==> config.mk <==
export PLATFORM = sky130hd
export DESIGN_NAME = pmc_top
export DESIGN_NICKNAME = d
export VERILOG_FILES = /design/src/design/pmc_pkg.sv /design/src/design/pmc_top.sv
export VERILOG_INCLUDE_DIRS = /design/src /design/src/design
export SDC_FILE = /design/constraint.sdc
export NUM_CORES = 1
export LEC_CHECK = 0
export ABC_AREA = 1
export ABC_CLOCK_PERIOD_IN_PS = 2400
export BUFFER_PORTS_ARGS = -buffer_cell sky130_fd_sc_hd__buf_4
export CAP_MARGIN = 15
export CORE_ASPECT_RATIO = 1.1
export CORE_UTILIZATION = 51
export CTS_CLUSTER_SIZE = 28
export DETAILED_ROUTE_END_ITERATION = 12
export GPL_TIMING_DRIVEN = 0
export PLACE_DENSITY = 0.77
export SYNTH_ARGS = -nofsm -noshare
export SYNTH_HDL_FRONTEND = slang
export SYNTH_SLANG_ARGS = --single-unit
==> constraint.sdc <==
create_clock -name clock -period 2.4 [get_ports clock]
set_input_delay 0.24 -clock clock [delete_from_list [all_inputs] [get_ports clock]]
set_output_delay 0.24 -clock clock [all_outputs]
set_load 0.05 [all_outputs]
==> src/design/pmc_regs.svh <==
// Register offsets, field positions, reset values and timing counts for the power-mode controller
// Function
// - Deep stop gates system clock, turns oscillator off, halts execution.
// - Core-halt stops core only; system clock keeps running for peripherals.
// - Modes entered only by power-save instruction; operand selects which.
// - Wake on enabled interrupt, any reset, or watchdog time-out.
// - Deep stop disables system-clocked peripherals; external-clock ones continue (code drives every periph_en bit low in deep stop).
// - Low-power RC stays on in deep stop when watchdog enabled.
// - Watchdog counter cleared on entry into deep stop and core-halt.
// - Clock failure monitor inactive throughout deep stop.
// - Wake from deep stop resumes on clock source selected at entry.
// - Low-power RC on in core-halt if watchdog or monitor enabled.
// - Core-halt wake restarts execution 2 to 4 cycles after clock returns.
// - Interrupt during power-save instruction deferred, then wakes immediately.
// - Slowdown reduces core clock only; peripherals keep register access.
// - Slowdown enable is clock divider register bit 11.
// - Ratio field bits 14:12 selects eight ratios, default 1:1.
// - Restore-on-interrupt bit 15 returns core to full speed on interrupt.
// - Unlocked configuration lets software write new-oscillator select bits 10:8.
// - Core-halt keeps peripherals running by default, individually disableable.
// - Slowdown leaves peripheral clocking, hence bit rates, unchanged.
`ifndef PMC_REGS_SVH
`define PMC_REGS_SVH
`define PMC_ADDR_OSC_CTRL 4'h0
`define PMC_ADDR_CLK_DIV 4'h1
`define PMC_ADDR_STATUS 4'h2
`define PMC_ADDR_PERIPH_DIS 4'h3
`define PMC_NEW_OSC_SELECT_HI 10
`define PMC_NEW_OSC_SELECT_LO 8
`define PMC_SLOWDOWN_ENABLE_BIT 11
`define PMC_RATIO_HI 14
`define PMC_RATIO_LO 12
`define PMC_ROI_BIT 15
`define PMC_OSC_RST 3'h0
`define PMC_CLOCK_DIVIDER_REG_RST 16'h0000
`define PMC_WAKE_DLY_MIN 2
`define PMC_WAKE_DLY_CYC 3'h2
`endif

==> src/design/pmc_pkg.sv <==
// Types shared by the power-mode controller
package pmc_pkg;
    typedef enum logic [3:0] {
        PMC_RUN = 4'h1,
        PMC_STOP = 4'h2,
        PMC_HALT = 4'h4,
        PMC_WAKE = 4'h8
    } pmc_state_e;
    typedef struct packed {
        logic [3:0] addr;
        logic [15:0] wdata;
        logic wr;
        logic rd;
    } pmc_bus_s;
    typedef struct packed {
        logic sys_clk_en;
        logic osc_en;
        logic low_power_rc_osc_en;
        logic core_clk_en;
        logic periph_clk_en;
        logic clock_failure_monitor_active;
        logic wdt_clear;
    } pmc_ctrl_s;
endpackage

==> src/design/pmc_top.sv <==
// Power-mode controller: deep stop, core-halt, slowdown and oscillator request
//
// The strobed register port and the register offsets were chosen for this implementation.
`timescale 1ns/10ps
`include "pmc_regs.svh"
module pmc_top #(
    parameter int NPERIPH = 8
) (
    // Clock and reset
    input wire logic clock,
    input wire logic rst,
    // Register port
    input wire pmc_pkg::pmc_bus_s bus,
    output logic [15:0] rdata,
    // Core side
    input wire logic power_save_instruction_exec,
    input wire logic power_save_instruction_stop,
    input wire logic irq_pending,
    input wire logic cfg_locked,
    // Watchdog and monitor
    input wire logic wdt_enabled,
    input wire logic wdt_timeout,
    input wire logic clock_failure_monitor_enabled,
    input wire logic [2:0] cur_osc,
    // Clock controls
    output pmc_pkg::pmc_ctrl_s ctrl,
    output logic core_tick,
    output logic [2:0] resume_osc,
    output logic [2:0] new_osc_select,
    output logic [NPERIPH-1:0] periph_en,
    output logic exec_restart
);
    import pmc_pkg::*;

    ////////////////////////////////////////////////////////////////////////
    pmc_state_e state_q, state_d;
    logic [2:0] wait_q, wait_d;
    logic [2:0] osc_q, osc_d;
    logic [2:0] resume_q, resume_d;
    logic [15:0] clock_divider_reg_q, clock_divider_reg_d;
    logic [NPERIPH-1:0] pdis_q, pdis_d;
    logic [6:0] div_cnt_q, div_cnt_d;
    logic slow_q, slow_d;
    logic [15:0] rdata_q, rdata_d;
    pmc_ctrl_s ctrl_q, ctrl_d;
    logic tick_q, tick_d;
    logic [NPERIPH-1:0] pen_q, pen_d;
    logic restart_q, restart_d;
    logic irq_hold_q, irq_hold_d;
    logic wdt_clear_d;
    logic wake;

    // Ratio code to divide mask
    function automatic logic [6:0] ratio_mask(input logic [2:0] code);
        ratio_mask = 7'((8'h01 << code) - 8'h01);
    endfunction

    ////////////////////////////////////////////////////////////////////////
    // wake sources; reset wakes by restarting state
    assign wake = irq_pending | wdt_timeout | irq_hold_q;

    always_comb begin
        state_d = state_q;
        wait_d = wait_q;
        resume_d = resume_q;
        irq_hold_d = 1'b0;
        restart_d = 1'b0;
        wdt_clear_d = 1'b0;
        case (state_q)
            PMC_RUN: begin
                if (power_save_instruction_exec) begin
                    wdt_clear_d = wdt_enabled;
                    irq_hold_d = irq_pending;
                    if (power_save_instruction_stop) begin
                        resume_d = cur_osc;
                        state_d = PMC_STOP;
                    end else begin
                        state_d = PMC_HALT;
                    end
                end
            end
            PMC_STOP: begin
                if (wake) begin
                    state_d = PMC_WAKE;
                    wait_d = `PMC_WAKE_DLY_CYC;
                end
            end
            PMC_HALT: begin
                if (wake) begin
                    state_d = PMC_WAKE;
                    wait_d = `PMC_WAKE_DLY_CYC;
                end
            end
            PMC_WAKE: begin
                if (wait_q <= 3'h1) begin
                    state_d = PMC_RUN;
                    restart_d = 1'b1;
                end else begin
                    wait_d = wait_q - 3'h1;
                end
            end
            default: begin
                state_d = PMC_RUN;
            end
        endcase
    end

    ////////////////////////////////////////////////////////////////////////
    always_comb begin
        ctrl_d.sys_clk_en = 1'b1;
        ctrl_d.osc_en = 1'b1;
        ctrl_d.core_clk_en = 1'b0;
        ctrl_d.periph_clk_en = 1'b1;
        ctrl_d.clock_failure_monitor_active = clock_failure_monitor_enabled;
        ctrl_d.low_power_rc_osc_en = 1'b1;
        // One process owns the whole control word
        ctrl_d.wdt_clear = wdt_clear_d;
        pen_d = ~pdis_q;
        case (state_d)
            PMC_STOP: begin
                ctrl_d.sys_clk_en = 1'b0;
                ctrl_d.osc_en = 1'b0;
                ctrl_d.periph_clk_en = 1'b0;
                pen_d = '0;
                ctrl_d.clock_failure_monitor_active = 1'b0;
                ctrl_d.low_power_rc_osc_en = wdt_enabled;
            end
            PMC_HALT: begin
                // RC kept for watchdog or monitor
                ctrl_d.low_power_rc_osc_en = wdt_enabled | clock_failure_monitor_enabled;
            end
            PMC_WAKE: begin
                ctrl_d.core_clk_en = 1'b1;
            end
            default: begin
                ctrl_d.core_clk_en = 1'b1;
            end
        endcase
    end

    ////////////////////////////////////////////////////////////////////////
    always_comb begin
        osc_d = osc_q;
        clock_divider_reg_d = clock_divider_reg_q;
        pdis_d = pdis_q;
        rdata_d = 16'h0000;
        if (bus.wr) begin
            case (bus.addr)
                `PMC_ADDR_OSC_CTRL: begin
                    if (!cfg_locked) begin
                        osc_d = bus.wdata[`PMC_NEW_OSC_SELECT_HI:`PMC_NEW_OSC_SELECT_LO];
                    end
                end
                `PMC_ADDR_CLK_DIV: begin
                    clock_divider_reg_d = 16'h0000;
                    clock_divider_reg_d[`PMC_ROI_BIT:`PMC_SLOWDOWN_ENABLE_BIT] = bus.wdata[`PMC_ROI_BIT:`PMC_SLOWDOWN_ENABLE_BIT];
                end
                `PMC_ADDR_PERIPH_DIS: begin
                    pdis_d = bus.wdata[NPERIPH-1:0];
                end
                default: begin
                end
            endcase
        end
        if (clock_divider_reg_q[`PMC_ROI_BIT] && irq_pending) begin
            clock_divider_reg_d[`PMC_SLOWDOWN_ENABLE_BIT] = 1'b0;
        end
        if (bus.rd) begin
            case (bus.addr)
                `PMC_ADDR_OSC_CTRL: rdata_d[`PMC_NEW_OSC_SELECT_HI:`PMC_NEW_OSC_SELECT_LO] = osc_q;
                `PMC_ADDR_CLK_DIV: rdata_d = clock_divider_reg_q;
                `PMC_ADDR_STATUS: rdata_d = {9'h000, slow_q, resume_q, state_q[3:1]};
                `PMC_ADDR_PERIPH_DIS: rdata_d[NPERIPH-1:0] = pdis_q;
                default: rdata_d = 16'h0000;
            endcase
        end
    end

    ////////////////////////////////////////////////////////////////////////
    // core tick divides, peripheral clock untouched
    always_comb begin
        slow_d = clock_divider_reg_q[`PMC_SLOWDOWN_ENABLE_BIT];
        div_cnt_d = div_cnt_q;
        tick_d = 1'b0;
        if (state_d == PMC_RUN) begin
            if (!slow_q || div_cnt_q >= ratio_mask(clock_divider_reg_q[`PMC_RATIO_HI:`PMC_RATIO_LO])) begin
                div_cnt_d = 7'h00;
                tick_d = 1'b1;
            end else begin
                div_cnt_d = div_cnt_q + 7'h01;
            end
        end
    end

    ////////////////////////////////////////////////////////////////////////
    always_ff @(posedge clock or posedge rst) begin
        if (rst) begin
            state_q <= PMC_RUN;
            wait_q <= 3'h0;
            resume_q <= `PMC_OSC_RST;
            osc_q <= `PMC_OSC_RST;
            clock_divider_reg_q <= `PMC_CLOCK_DIVIDER_REG_RST;
            pdis_q <= '0;
            div_cnt_q <= 7'h00;
            slow_q <= 1'b0;
            rdata_q <= 16'h0000;
            ctrl_q <= '0;
            tick_q <= 1'b0;
            pen_q <= '0;
            restart_q <= 1'b0;
            irq_hold_q <= 1'b0;
        end else begin
            state_q <= state_d;
            wait_q <= wait_d;
            resume_q <= resume_d;
            osc_q <= osc_d;
            clock_divider_reg_q <= clock_divider_reg_d;
            pdis_q <= pdis_d;
            div_cnt_q <= div_cnt_d;
            slow_q <= slow_d;
            rdata_q <= rdata_d;
            ctrl_q <= ctrl_d;
            tick_q <= tick_d;
            pen_q <= pen_d;
            restart_q <= restart_d;
            irq_hold_q <= irq_hold_d;
        end
    end

    assign rdata = rdata_q;
    assign ctrl = ctrl_q;
    assign core_tick = tick_q;
    assign resume_osc = resume_q;
    assign new_osc_select = osc_q;
    assign periph_en = pen_q;
    assign exec_restart = restart_q;
endmodule // pmc_top

==> run metrics <==
status=finished, final reports clean; first-pass GRT wire length=9890 um; Die X-Extent=74.6 um; std cell rows=28; Syn Nets=352; measured slew at the worst slew-check pin=0.581 ns; fraction of layout cells with a size suffix above 1=0.294; via count=2328; final hold vios=0; TritonCTS Buffers=9; final setup violating endpoints=0; # resized after CTS=0; vias in the first global route=2187; max_cap viols=0; CTS tree=done; post-route setup slack=0.533 ns; post-synth top area cell=dfrtp_1; CTS max path bufs=2; met1 usage=0.270; DP Wirelength=4440 um; WS Path Type=flip-flop to flip-flop; slowest cell on the critical path=dfrtp_1; crit path cell chain=o21ai_0 > ha_1 > nand2_1 > nand2_1 > a21oi_1 > nand3_1 > nor2_1 > nand3_1 > nand2_1; drt via density=4.92; synthesized area per cell=9.59 um2; root buffer cell=clkbuf_8; total wire length=6230 um; critical path arrival=2.15 ns; final max-slew violation count=0; Ys Warns=0; Buffers & Inverters on Critical Path=0; residual DRC count=0; Power, Total=3.76 mW; Yosys cell types=31; period utilization=0.778; clk slew on worst S/H paths=0.07 ns; GRT met3 Usage=0.0785; synth-to-layout area growth=29.9%; cell mode on critical path=nand2_1; FF+latch count, synth=66; Crit Path Max Fanout=6; Pwr Density=981 nW/um2; Startpoint Class=flip-flop; Seq/Total Area, Yosys=0.560; core area=5470 um2; wire per inst=13.2 um; Layout Nets=437; Congestion Overflow GR=0; Area contributors post-synth=dfrtp_1 55%, nand2_1 9.2%, nor2_1 5.0%; met2 Usage GRT=0.371; Total GRT Usage=0.223; full die area=6100 um2; Max rail drop VDD=0.769 mV; Antenna Diode Count=0; Post-Syn Instances=308; Initial Util=0.540; max_slew headroom=0.612; Setup Skew=0.00871 ns; mapped cell area=2950 um2; Max Freq=536 MHz; Max H-tree Level=3; antenna-violating nets left=0; I/O pin cnt=73; P_leak=2.09 nW; GRT Max-Usage Layer=met2; largest net degree at the start of global routing=41; initial antenna violation count=0; CP peak stage delay=0.44 ns; RSZ-0062 raised after global routing=false; Post-Place Setup Slack=0.568 ns; GPL Wtd Cong=0.867; Clock Latency Late Sink=0.35 ns; clock sink count=66; IO Port Bufs=72; clock period minus worst slack=1.87 ns; setup TNS=0 ns; post-synth top area share=0.551; Iteration-0 DRC Markers=108; WP data required=2.68 ns; Hold Path Class=primary input to flip-flop; CP endpoint kind=flip-flop; Crit path max-delay family=simple AND/OR/NAND/NOR gates; Die Y=81.8 um; TritonRoute pass-1 iters=4
## routing by layer
metal	part of all wire	up-vias
li1	-	1146
met1	0.43	1102
met2	0.50	71
met3	0.060	9
met4	0.0098	0
met5	0	-
## placed cells by master (no fill, tap or decap)
master / netlist / routed
buf_6: 2 / 2
buf_4: 2 / 74
nor4_1: 1 / 1
a31oi_1: 1 / 1
buf_12: 0 / 1
clkinv_2: 0 / 2
or2_1: 1 / 1
nand3_2: 2 / 2
nand2_2: 3 / 3
nor2_1: 39 / 39
inv_1: 35 / 34
nand3_4: 1 / 1
nor2_4: 1 / 1
o22ai_1: 1 / 1
nand2_1: 72 / 72
o21ai_1: 1 / 1
clkbuf_8: 0 / 10
clkinvlp_4: 0 / 1
nor3_2: 1 / 1
inv_2: 3 / 4
xor2_1: 5 / 5
dfstp_2: 1 / 1
nor3_4: 1 / 1
ha_1: 10 / 10
bufinv_16: 0 / 2
o21ai_0: 2 / 2
nand4_1: 4 / 4
dfrtp_1: 65 / 65
nand3_1: 20 / 20
clkbuf_1: 0 / 1
nor2_2: 2 / 2
nand3b_1: 1 / 1
nor2_8: 1 / 1
nand2_8: 1 / 1
nor3_1: 1 / 1
mux2_4: 7 / 7
a21oi_1: 21 / 21
dlygate4sd3_1: 0 / 1
## final timing paths
check | endpoint | startpoint | cells past startpoint | slack (ns)
setup / recovery | div_cnt_q[4]$_DFFE_PP0N_ | clock_divider_reg_q[13]$_DFFE_PP0P_ | 9 | 0.53
hold / removal | ctrl[4]$_DFF_PP0_ | wdt_enabled | 3 | 0.1
setup reg to reg | div_cnt_q[4]$_DFFE_PP0N_ | clock_divider_reg_q[13]$_DFFE_PP0P_ | 9 | 0.53
hold reg to reg | slow_q$_DFF_PP0_ | clock_divider_reg_q[11]$_DFFE_PP0P_ | 0 | 0.39
max in group asynchronous | rdata[3]$_DFF_PP0_ | rst | 4 | 1.27
min in group asynchronous | div_cnt_q[6]$_DFFE_PP0N_ | rst | 3 | 0.52
## sequential cells by signal, indices dropped and copies added, names as in the netlist
name	count
clock_divider_reg_q	5
core_tick	1
ctrl	5
div_cnt_q	7
exec_restart	1
irq_hold_q	1
new_osc_select	3
pdis_q	8
periph_en	8
rdata	16
resume_osc	3
slow_q	1
state_q	4
wait_q	3
## area by class of cell
type                    count  area [um2]
repair buffers             74         571
clock buffers              11         141
fillers                   445        1630
flip-flops and latches     66        1650
plain buffers               4        37.5
clock inverters             5        77.6
multi-input cells         200        1120
inverters                  38         143
well taps                  75        93.8
## kinds of logic (layout without fill, tap and decap cells)
kind of cell	Yosys count	count (layout)	share of synthesized area
compound gates	26	26	0.0449
xor+xnor	5	5	0.0148
fa+ha+maj	10	10	0.0424
buf+inv	42	132	0.0610
flops	66	66	0.560
mux	7	7	0.0356
simple gates	152	152	0.242
## worst reg2reg max path: cells and delay by family (launching register included)
family / cells / cell delay (ns)
compound gates: 2 / 0.37
simple gates: 6 / 0.72
flops: 1 / 0.44
fa+ha+maj: 1 / 0.28
## synth_stat cells (all sizes together)
| library cell | count |
|---|---|
| dfrtp | 65 |
| nor3 | 3 |
| buf | 4 |
| or2 | 1 |
| nor4 | 1 |
| nand3 | 23 |
| ha | 10 |
| a31oi | 1 |
| a21oi | 21 |
| o22ai | 1 |
| nand4 | 4 |
| xor2 | 5 |
| mux2 | 7 |
| nand3b | 1 |
| o21ai | 3 |
| nor2 | 43 |
| dfstp | 1 |
| inv | 38 |
| nand2 | 76 |
## where the power goes
part	switching, mW	internal [mW]
sequential	0.140	1.32
combinational	0.862	0.400
clock	0.433	0.610
## metrics by stage
| step | area (um2) | hold slack (ns) | std cells | util |
|---|---|---|---|---|
| 4_1_cts | 3840 | 0.0849 | 473 | 0.702 |
| 5_1_grt | 3840 | 0.0910 | 473 | 0.702 |
| 2_1_floorplan | 2950 | 0.335 | 308 | - |
| 3_3_place_gp | 3590 | 0.362 | 455 | 0.656 |
| 3_5_place_dp | 3610 | 0.345 | 456 | 0.660 |
| 6_report | 3840 | 0.0950 | 473 | 0.702 |
## timing repair
item	in CTS	in global routing
hold buffers	1	0
setup buffers	0	0
endpoints found under the hold margin	25	0
(Power assumes the default switching activity.)
